`src/common/cpu8_decode_pkg.sv`:
```
// constants for the 8-bit cpu instruction decoder: opcode groups,
// addressing modes, instruction classes, lengths and reset values.
// assumes opcode groups follow the supplied instruction encoding table.
package cpu8_decode_pkg;

  localparam int ADDR_W = 16;

  // addressing modes
  typedef enum logic [2:0] {
    MODE_INH = 3'h0,
    MODE_IMM = 3'h1,
    MODE_DIR = 3'h2,
    MODE_EXT = 3'h3,
    MODE_IX = 3'h4,
    MODE_IX1 = 3'h5,
    MODE_IX2 = 3'h6,
    MODE_REL = 3'h7
  } mode_type;

  // instruction classes
  typedef enum logic [2:0] {
    CLASS_REG_MEM = 3'h0,
    CLASS_RMW = 3'h1,
    CLASS_JUMP_BRANCH = 3'h2,
    CLASS_BIT = 3'h3,
    CLASS_CONTROL = 3'h4
  } class_type;

  // opcode high-nibble groups
  localparam logic [3:0] GRP_BIT_BRANCH = 4'h0;
  localparam logic [3:0] GRP_BIT_SETCLR = 4'h1;
  localparam logic [3:0] GRP_REL = 4'h2;
  localparam logic [3:0] GRP_RMW_DIR = 4'h3;
  localparam logic [3:0] GRP_RMW_ACC = 4'h4;
  localparam logic [3:0] GRP_RMW_IDX = 4'h5;
  localparam logic [3:0] GRP_RMW_IX1 = 4'h6;
  localparam logic [3:0] GRP_RMW_IX = 4'h7;
  localparam logic [3:0] GRP_CTRL_LO = 4'h8;
  localparam logic [3:0] GRP_CTRL_HI = 4'h9;
  localparam logic [3:0] GRP_IMM = 4'ha;
  localparam logic [3:0] GRP_DIR = 4'hb;
  localparam logic [3:0] GRP_EXT = 4'hc;
  localparam logic [3:0] GRP_IX2 = 4'hd;
  localparam logic [3:0] GRP_IX1 = 4'he;
  localparam logic [3:0] GRP_IX = 4'hf;

  // low-nibble codes and whole opcodes with special meaning
  localparam logic [3:0] LO_TEST = 4'hd;
  localparam logic [3:0] LO_JUMP = 4'hc;
  localparam logic [3:0] LO_JSR = 4'hd;
  localparam logic [3:0] LO_CPX = 4'h3;
  localparam logic [3:0] LO_LDX = 4'he;
  localparam logic [3:0] LO_STX = 4'hf;
  localparam logic [7:0] OPC_BSR = 8'had;
  localparam logic [7:0] OPC_MUL = 8'h42;

  // write-back destinations
  localparam logic [1:0] DEST_NONE = 2'h0;
  localparam logic [1:0] DEST_MEM = 2'h1;
  localparam logic [1:0] DEST_ACC = 2'h2;
  localparam logic [1:0] DEST_IDX = 2'h3;

  // instruction lengths in bytes
  localparam logic [1:0] LEN_ONE = 2'h1;
  localparam logic [1:0] LEN_TWO = 2'h2;
  localparam logic [1:0] LEN_THREE = 2'h3;

  localparam logic [7:0] PAGE_ZERO = 8'h00;
  localparam logic [ADDR_W-1:0] PC_RESET = 16'h0000;
  localparam logic [7:0] BYTE_RESET = 8'h00;

endpackage

```
`src/verilog/cpu8_decoder.sv`:
```
// instruction fetch, decode and effective-address unit of an 8-bit cpu.
// assumes a byte-wide memory bus that answers with a one-cycle ack; the
// core executes the decoded result and may redirect the pc (vectors,
// returns) with pc_load_i while the unit waits for an opcode.
//
// Operation
// - inherent: one opcode byte, no operand, no memory address
// - immediate: two bytes, second byte is the data, no address
// - direct: address is zero high byte and operand byte low
// - bit-test branches: three bytes, direct address plus relative offset
// - extended: three bytes, high then low address byte
// - indexed no offset: one byte, address is zero and index
// - indexed 8-bit: two bytes, unsigned index plus byte, 9-bit result
// - indexed 16-bit: three bytes, high/low offset plus unsigned index
// - taken branch adds signed offset to next address, else falls through
// - branches alone use relative addressing; bit-test branches report direct mode
// - read-modify-write stores the altered value back to its source
// - test instruction reads and evaluates but never writes back
// - bit number and branch sense come from opcode, offset third byte
// - bit-test branches copy tested bit into carry always
// - bit set and clear use direct addressing in lowest 256 bytes
// - jump and jump-to-subroutine replace pc flow, no register operand
// - register/memory ops pair accumulator or index with memory operand
// - register/memory set: arithmetic, logic, compares, loads, multiply, stores
// - read-modify-write set: shifts, bit ops, clear, complement, inc/dec, test
// - control ops are inherent: flags, nop, stack reset, returns, traps
// - branch conditions: flags, unsigned compares, irq pin, always, never
`timescale 1ns/1ns
`default_nettype none

module cpu8_decoder
  import cpu8_decode_pkg::*;
(
  // clock and reset
  input wire logic core_clk_i,
  input wire logic rst_i,
  // memory bus
  output logic bus_req_o,
  output logic [cpu8_decode_pkg::ADDR_W-1:0] bus_addr_o,
  input wire logic [7:0] bus_data_i,
  input wire logic bus_ack_i,
  // cpu state
  input wire logic [7:0] index_i,
  input wire logic carry_i,
  input wire logic zero_i,
  input wire logic neg_i,
  input wire logic half_i,
  input wire logic int_mask_i,
  input wire logic irq_pin_i,
  input wire logic pc_load_i,
  input wire logic [cpu8_decode_pkg::ADDR_W-1:0] pc_load_val_i,
  // decoded instruction
  output logic done_o,
  output logic [7:0] opcode_o,
  output cpu8_decode_pkg::mode_type mode_o,
  output cpu8_decode_pkg::class_type class_o,
  output logic [1:0] length_o,
  output logic addr_valid_o,
  output logic [cpu8_decode_pkg::ADDR_W-1:0] ea_o,
  output logic [7:0] imm_o,
  output logic use_index_o,
  output logic [3:0] op_code_o,
  output logic [1:0] wb_dest_o,
  output logic [2:0] bit_num_o,
  output logic bit_value_o,
  output logic carry_wr_o,
  output logic carry_val_o,
  output logic branch_taken_o,
  output logic [cpu8_decode_pkg::ADDR_W-1:0] next_pc_o
);
  import cpu8_decode_pkg::*;

  typedef enum logic [4:0] {
    ST_OPC = 5'b00001,
    ST_B1 = 5'b00010,
    ST_B2 = 5'b00100,
    ST_BIT = 5'b01000,
    ST_DONE = 5'b10000
  } state_type;

  state_type state;
  state_type next_state;
  logic [ADDR_W-1:0] pc;
  logic [ADDR_W-1:0] fptr;
  logic [7:0] opc;
  logic [7:0] b1;
  logic [7:0] b2;
  logic tested;

  // instruction length from the opcode group
  function automatic logic [1:0] len_of(input logic [7:0] op);
    logic [1:0] l;
    l = LEN_ONE;
    case (op[7:4])
      GRP_BIT_BRANCH, GRP_EXT, GRP_IX2: l = LEN_THREE;
      GRP_RMW_ACC, GRP_RMW_IDX, GRP_CTRL_LO, GRP_CTRL_HI, GRP_RMW_IX, GRP_IX:
        l = LEN_ONE;
      default: l = LEN_TWO;
    endcase
    return l;
  endfunction

  // decode of the captured opcode, grouped as the encoding table lays it out
  wire [3:0] hi = opc[7:4];
  wire [3:0] lo = opc[3:0];
  wire is_bit_br = (hi == GRP_BIT_BRANCH);
  wire is_bit_sc = (hi == GRP_BIT_SETCLR);
  wire is_bsr = (opc == OPC_BSR);
  wire is_rel = (hi == GRP_REL) || is_bsr;
  wire is_rmw = (hi == GRP_RMW_DIR) || (hi == GRP_RMW_ACC) || (hi == GRP_RMW_IDX)
    || (hi == GRP_RMW_IX1) || (hi == GRP_RMW_IX);
  wire is_mul = (opc == OPC_MUL);
  wire is_ctrl = (hi == GRP_CTRL_LO) || (hi == GRP_CTRL_HI);
  wire is_jump = (hi >= GRP_DIR) && (lo == LO_JUMP || lo == LO_JSR);
  wire is_test = is_rmw && (lo == LO_TEST);
  wire [1:0] len = len_of(opc);

  // addressing mode
  mode_type mode;
  always_comb
  begin
    case (hi)
      GRP_BIT_BRANCH, GRP_BIT_SETCLR, GRP_RMW_DIR, GRP_DIR: mode = MODE_DIR;
      GRP_REL: mode = MODE_REL;
      GRP_RMW_ACC, GRP_RMW_IDX, GRP_CTRL_LO, GRP_CTRL_HI: mode = MODE_INH;
      GRP_IMM: mode = is_bsr ? MODE_REL : MODE_IMM;
      GRP_EXT: mode = MODE_EXT;
      GRP_IX2: mode = MODE_IX2;
      GRP_RMW_IX1, GRP_IX1: mode = MODE_IX1;
      GRP_RMW_IX, GRP_IX: mode = MODE_IX;
      default: mode = MODE_INH;
    endcase
  end

  // instruction class
  class_type cls;
  assign cls = is_bit_br || is_bit_sc ? CLASS_BIT
    : is_rel || is_jump ? CLASS_JUMP_BRANCH
    : is_rmw && !is_mul ? CLASS_RMW
    : is_ctrl ? CLASS_CONTROL
    : CLASS_REG_MEM;

  // effective addresses
  wire [ADDR_W-1:0] ea_dir = {PAGE_ZERO, b1};
  wire [ADDR_W-1:0] ea_ext = {b1, b2};
  wire [ADDR_W-1:0] ea_ix = {PAGE_ZERO, index_i};
  wire [8:0] sum_ix1 = {1'b0, index_i} + {1'b0, b1};
  wire [ADDR_W-1:0] ea_ix1 = {7'h00, sum_ix1};
  wire [ADDR_W-1:0] ea_ix2 = ea_ext + {PAGE_ZERO, index_i};
  wire [ADDR_W-1:0] pc_seq = pc + {14'h0000, len};
  wire [7:0] rel_off = is_bit_br ? b2 : b1;
  wire [ADDR_W-1:0] ea_rel = pc_seq + {{8{rel_off[7]}}, rel_off};

  logic [ADDR_W-1:0] ea;
  always_comb
  begin
    case (mode)
      MODE_DIR: ea = ea_dir;
      MODE_EXT: ea = ea_ext;
      MODE_IX: ea = ea_ix;
      MODE_IX1: ea = ea_ix1;
      MODE_IX2: ea = ea_ix2;
      MODE_REL: ea = ea_rel;
      default: ea = PC_RESET;
    endcase
  end
  wire addr_valid = (mode != MODE_INH) && (mode != MODE_IMM) && (mode != MODE_REL);

  // branch conditions: pairs share a base test, opcode bit 0 inverts it
  logic br_base;
  always_comb
  begin
    case (lo[3:1])
      3'h0: br_base = 1'b1;
      3'h1: br_base = !(carry_i || zero_i);
      3'h2: br_base = !carry_i;
      3'h3: br_base = !zero_i;
      3'h4: br_base = !half_i;
      3'h5: br_base = !neg_i;
      3'h6: br_base = !int_mask_i;
      3'h7: br_base = irq_pin_i;
      default: br_base = 1'b0;
    endcase
  end
  wire bit_taken = (tested == !opc[0]);
  wire taken = is_bsr || is_jump || (is_bit_br ? bit_taken
    : (hi == GRP_REL) && (br_base ^ opc[0]));
  wire [ADDR_W-1:0] next_pc = !taken ? pc_seq : is_jump ? ea : ea_rel;

  // write-back target
  wire [1:0] wb_dest = !is_rmw || is_mul || is_test ? (is_bit_sc ? DEST_MEM : DEST_NONE)
    : hi == GRP_RMW_ACC ? DEST_ACC
    : hi == GRP_RMW_IDX ? DEST_IDX
    : DEST_MEM;

  // sequencing
  always_comb
  begin
    next_state = state;
    case (state)
      ST_OPC:
        if (bus_ack_i && !pc_load_i)
          next_state = len_of(bus_data_i) == LEN_ONE ? ST_DONE : ST_B1;
      ST_B1:
        if (bus_ack_i)
          next_state = len == LEN_THREE ? ST_B2 : ST_DONE;
      ST_B2:
        if (bus_ack_i)
          next_state = is_bit_br ? ST_BIT : ST_DONE;
      ST_BIT:
        if (bus_ack_i)
          next_state = ST_DONE;
      ST_DONE: next_state = ST_OPC;
      default: next_state = ST_OPC;
    endcase
  end

  assign bus_req_o = (state != ST_DONE) && !(state == ST_OPC && pc_load_i);
  assign bus_addr_o = (state == ST_BIT) ? ea_dir : fptr;

  always_ff @(posedge core_clk_i)
  begin
    if (rst_i)
    begin
      state <= ST_OPC;
      pc <= PC_RESET;
      fptr <= PC_RESET;
      opc <= BYTE_RESET;
      b1 <= BYTE_RESET;
      b2 <= BYTE_RESET;
      tested <= 1'b0;
    end
    else
    begin
      state <= next_state;
      if (state == ST_OPC && pc_load_i)
      begin
        pc <= pc_load_val_i;
        fptr <= pc_load_val_i;
      end
      else if (state == ST_DONE)
      begin
        pc <= next_pc;
        fptr <= next_pc;
      end
      else if (bus_ack_i && state != ST_BIT)
        fptr <= fptr + 16'h0001;
      if (state == ST_OPC && bus_ack_i)
        opc <= bus_data_i;
      if (state == ST_B1 && bus_ack_i)
        b1 <= bus_data_i;
      if (state == ST_B2 && bus_ack_i)
        b2 <= bus_data_i;
      if (state == ST_BIT && bus_ack_i)
        tested <= bus_data_i[opc[3:1]];
    end
  end

  // decoded results, loaded with the one-cycle done_o pulse and held until the next decode
  always_ff @(posedge core_clk_i)
  begin
    if (rst_i)
    begin
      done_o <= 1'b0;
      opcode_o <= BYTE_RESET;
      mode_o <= MODE_INH;
      class_o <= CLASS_CONTROL;
      length_o <= LEN_ONE;
      addr_valid_o <= 1'b0;
      ea_o <= PC_RESET;
      imm_o <= BYTE_RESET;
      use_index_o <= 1'b0;
      op_code_o <= 4'h0;
      wb_dest_o <= DEST_NONE;
      bit_num_o <= 3'h0;
      bit_value_o <= 1'b0;
      carry_wr_o <= 1'b0;
      carry_val_o <= 1'b0;
      branch_taken_o <= 1'b0;
      next_pc_o <= PC_RESET;
    end
    else
    begin
      done_o <= (state == ST_DONE);
      if (state == ST_DONE)
      begin
        opcode_o <= opc;
        mode_o <= mode;
        class_o <= cls;
        length_o <= len;
        addr_valid_o <= addr_valid;
        ea_o <= ea;
        imm_o <= b1;
        use_index_o <= (cls == CLASS_REG_MEM) && (lo == LO_CPX || lo == LO_LDX
          || lo == LO_STX);
        op_code_o <= lo;
        wb_dest_o <= wb_dest;
        bit_num_o <= opc[3:1];
        bit_value_o <= !opc[0];
        carry_wr_o <= is_bit_br;
        carry_val_o <= tested;
        branch_taken_o <= taken;
        next_pc_o <= next_pc;
      end
    end
  end

endmodule

`default_nettype wire

```
`config.mk`:
```
export PLATFORM = sky130hd
export DESIGN_NAME = cpu8_decoder
export DESIGN_NICKNAME = d
export VERILOG_FILES = /design/src/common/cpu8_decode_pkg.sv /design/src/verilog/cpu8_decoder.sv
export SDC_FILE = /design/constraint.sdc
export NUM_CORES = 1
export LEC_CHECK = 0
export BUFFER_PORTS_ARGS = -buffer_cell sky130_fd_sc_hd__buf_2
export CAP_MARGIN = 20
export CORE_ASPECT_RATIO = 0.75
export CORE_MARGIN = 5
export CORE_UTILIZATION = 45
export DETAILED_ROUTE_END_ITERATION = 8
export PLACE_DENSITY = 0.66
export SLEW_MARGIN = 0
export SYNTH_ARGS = -nofsm -noshare
export SYNTH_HDL_FRONTEND = slang
export SYNTH_SLANG_ARGS = --single-unit
```
`constraint.sdc`:
```
create_clock -name core_clk_i -period 4.45 [get_ports core_clk_i]
set_input_delay 0.445 -clock core_clk_i [delete_from_list [all_inputs] [get_ports core_clk_i]]
set_output_delay 0.445 -clock core_clk_i [all_outputs]
set_load 0.01 [all_outputs]
```
==> flow_summary.toml <==
[clock_network]
post_cts_resized = 0
cts_tree = "yes"
clock-sinks = 129
cts_setup_buffers = 0
clk_pin_slew_ps = 70
hold_buffers = 0
cts_buffers = 17
clkLatencyLatePin_ps = 430
clock-root-buffer = "clkbuf_16"
clk_path_buf_depth = 2
htreeDepth = 4

[global_routing]
grt_pass1_wl_um = 45900
grt_pass1_vias = 8014
antenna_found_initial = 0
overflow = 0
grt_usage = 0.266
grt_max_degree = 59

[setup_path]
max_stage_delay_ps = 580
cp-end-kind = "flop"
worst-endpoint-required_ps = 4770
critPathTopFamily = "compound AO/OA/AOI/OAI gates"
cp.depth = 11
worstPathMaxFanout = 10
path_class = "flop to flop"
r2r_cells = 11
worstPathArrival_ps = 4310
start_kind = "flop"
cp_slowest_cell = "o31ai_1"
cp_num_buf_inv = 1
crit_chain = "nor4_4 > mux2i_1 > inv_1 > ha_1 > or3_1 > o31ai_1 > o31a_1 > o311ai_0 > a311oi_1 > nor3_1 > a211o_1"

[pwr]
p_seq_frac = 0.363
comb_power_share = 0.238
power_switching_share = 0.336
power.density_nw_per_um2 = 367
p_int_mw = 2.43
clkPwrFrac = 0.399
leakagePower_nw = 4.33
ir_drop_uv = 210
p_sw_mw = 1.23

[timing]
finalSetupTns_ps = 0
fin_crit_ps = 3990
tightest_slew_ps = 873
slew_headroom = 0.417
slew_viol_final = 0
rsz0062_at_grt = "no"
timing.final.crit_share = 0.897
hold_viol_final = 0
fin_worst_skew_ps = 10.9
max_clock_freq_mhz = 251
setup_violations = 0

[synthesis]
syn-num-nets = 1186
synth-edff-count = 0
yosys_warnings = 0
ys_seq_area_frac = 0.303
synth.ff_latch_count = 129
syn_avg_cell_area_sq_um = 7.70
synthCells = 1106
syn_area_sq_um = 8520
synth_flop_cell = "dfxtp_1"
synthArstFlopShare = 0
yosys.cell_types.count = 80

[detailed_routing]
drtIter0Drc = 1082
dr.pass1.iters = 5
via_count = 8717
antenna_left = 0
drc_errors = 0
avgRoutedWirePerCell_um = 20.1
wirelength_um = 29400
via_per_inst = 5.96

[floorplan]
dieHeight_um = 129
rows = 43
dieWidth_um = 169
die-area_sq_um = 21800
start_util = 0.459
core-area_sq_um = 18600
ios = 131

[cells_and_area]
diodes = 0
nets = 1283
drive_gt1_frac = 0.179
final_cell_mix = "nand2_1, dfxtp_1, buf_2"
final_util = 0.538
syn_to_final_growth_pct = 17.2
final_common_cell = "nand2_1"

[hold_path]
hold_path_class = "input pin to flop"
min_path_cells = 3

[place]
port_buffers = 130
gp_congestion = 0.957
hpwl_um = 21800

[outcome]
status = "finished clean"

[job]
max-cap-violations = 0
[cell usage after synthesis (all sizes together), types with 12 or more instances]
| library cell | instances | area share |
|---|---|---|
| xnor2 | 33 | 0.034 |
| nor2 | 111 | 0.049 |
| clkbuf | 62 | 0.027 |
| o21ai | 73 | 0.043 |
| xor2 | 15 | 0.015 |
| nor3 | 17 | 0.011 |
| buf | 19 | 0.013 |
| a211oi | 31 | 0.028 |
| dfxtp | 129 | 0.30 |
| inv | 17 | 0.0075 |
| mux2i | 37 | 0.043 |
| nand3 | 29 | 0.017 |
| nor4 | 12 | 0.011 |
| nand2 | 170 | 0.075 |
| a21oi | 93 | 0.055 |
| and3 | 16 | 0.012 |
| ha | 34 | 0.050 |
| a21o | 13 | 0.011 |
| and2 | 15 | 0.011 |
| a31oi | 13 | 0.0095 |
[metrics by stage]
step                      total power [mW]  hold slack (ps)  setup WS, ps  cell area, sq um  cells
after floorplan                       1.91              441           725              8520   1106
after global placement                2.19              441           692              9360   1431
after detailed placement              2.19              447           563              9360   1431
after CTS                             3.65              281           533              9980   1463
after global routing                  3.82              291           172              9980   1463
final                                 3.66              292           459              9980   1463
[state kept, by name, summed over array words and instances, names as in the netlist, 2 cells and up]
name       cells
opcode_o       8
len            2
b1             8
opc            8
wb_dest_o      2
state          5
b2             8
class_o        3
length_o       2
fptr          16
pc            16
ea_o          16
mode_o         3
imm_o          8
next_pc_o     16
[final cells by class]
cell class                 count  area [sq um]
inverter                      18          67.6
clock inverter                13           164
sequential                   129          2580
timing repair buffer         159           871
multi-input combinational    878          5530
tap                          247           309
fill                        1804          8580
clock buffer                  19           453
[per-layer routing]
layer	GRT usage	share of wire	vias to the layer above	wire length, um
li1	-	-	4188	-
met1	0.423	0.50	4082	14700
met2	0.364	0.40	415	11600
met3	0.0546	0.094	32	2770
met4	0.0568	0.0098	0	289
met5	0	0	-	0
[path summary, 6_finish.rpt]
| kind | startpoint | slack [ps] | endpoint |
|---|---|---|---|
| hold reg to reg | next_pc_o[9] | 450 | next_pc_o[9] |
| setup / recovery | opc[5] | 460 | pc[14] |
| setup reg to reg | opc[5] | 460 | pc[14] |
| hold / removal | pc_load_val_i[10] | 290 | fptr[10] |
[power groups by stage]
stage               Sequential [mW]  Clock [mW]  Combinational, mW
finish                         1.33        1.46              0.873
floorplan                      1.31           0              0.598
global placement               1.35           0              0.844
global route                   1.34        1.53              0.950
detailed placement             1.35           0              0.845
CTS                            1.32        1.48              0.854
[worst min-delay path, cell delays in order]
cell and delay (ps):
buf_2 120, nand2_1 50, a21oi_1 60
[kinds of logic (layout without fill, tap and decap cells)]
group | Yosys count | count (layout) | share of synthesized area
muxes | 45 | 45 | 0.0580
AOI/OAI and AO/OA | 322 | 322 | 0.247
buffers and inverters | 99 | 209 | 0.0488
adders and majority gates | 38 | 38 | 0.0593
xor gates and xnor gates | 50 | 50 | 0.0548
and+or+nand+nor | 423 | 423 | 0.229
DFF | 129 | 129 | 0.303
No activity file was read; power rests on OpenSTA's default activity.
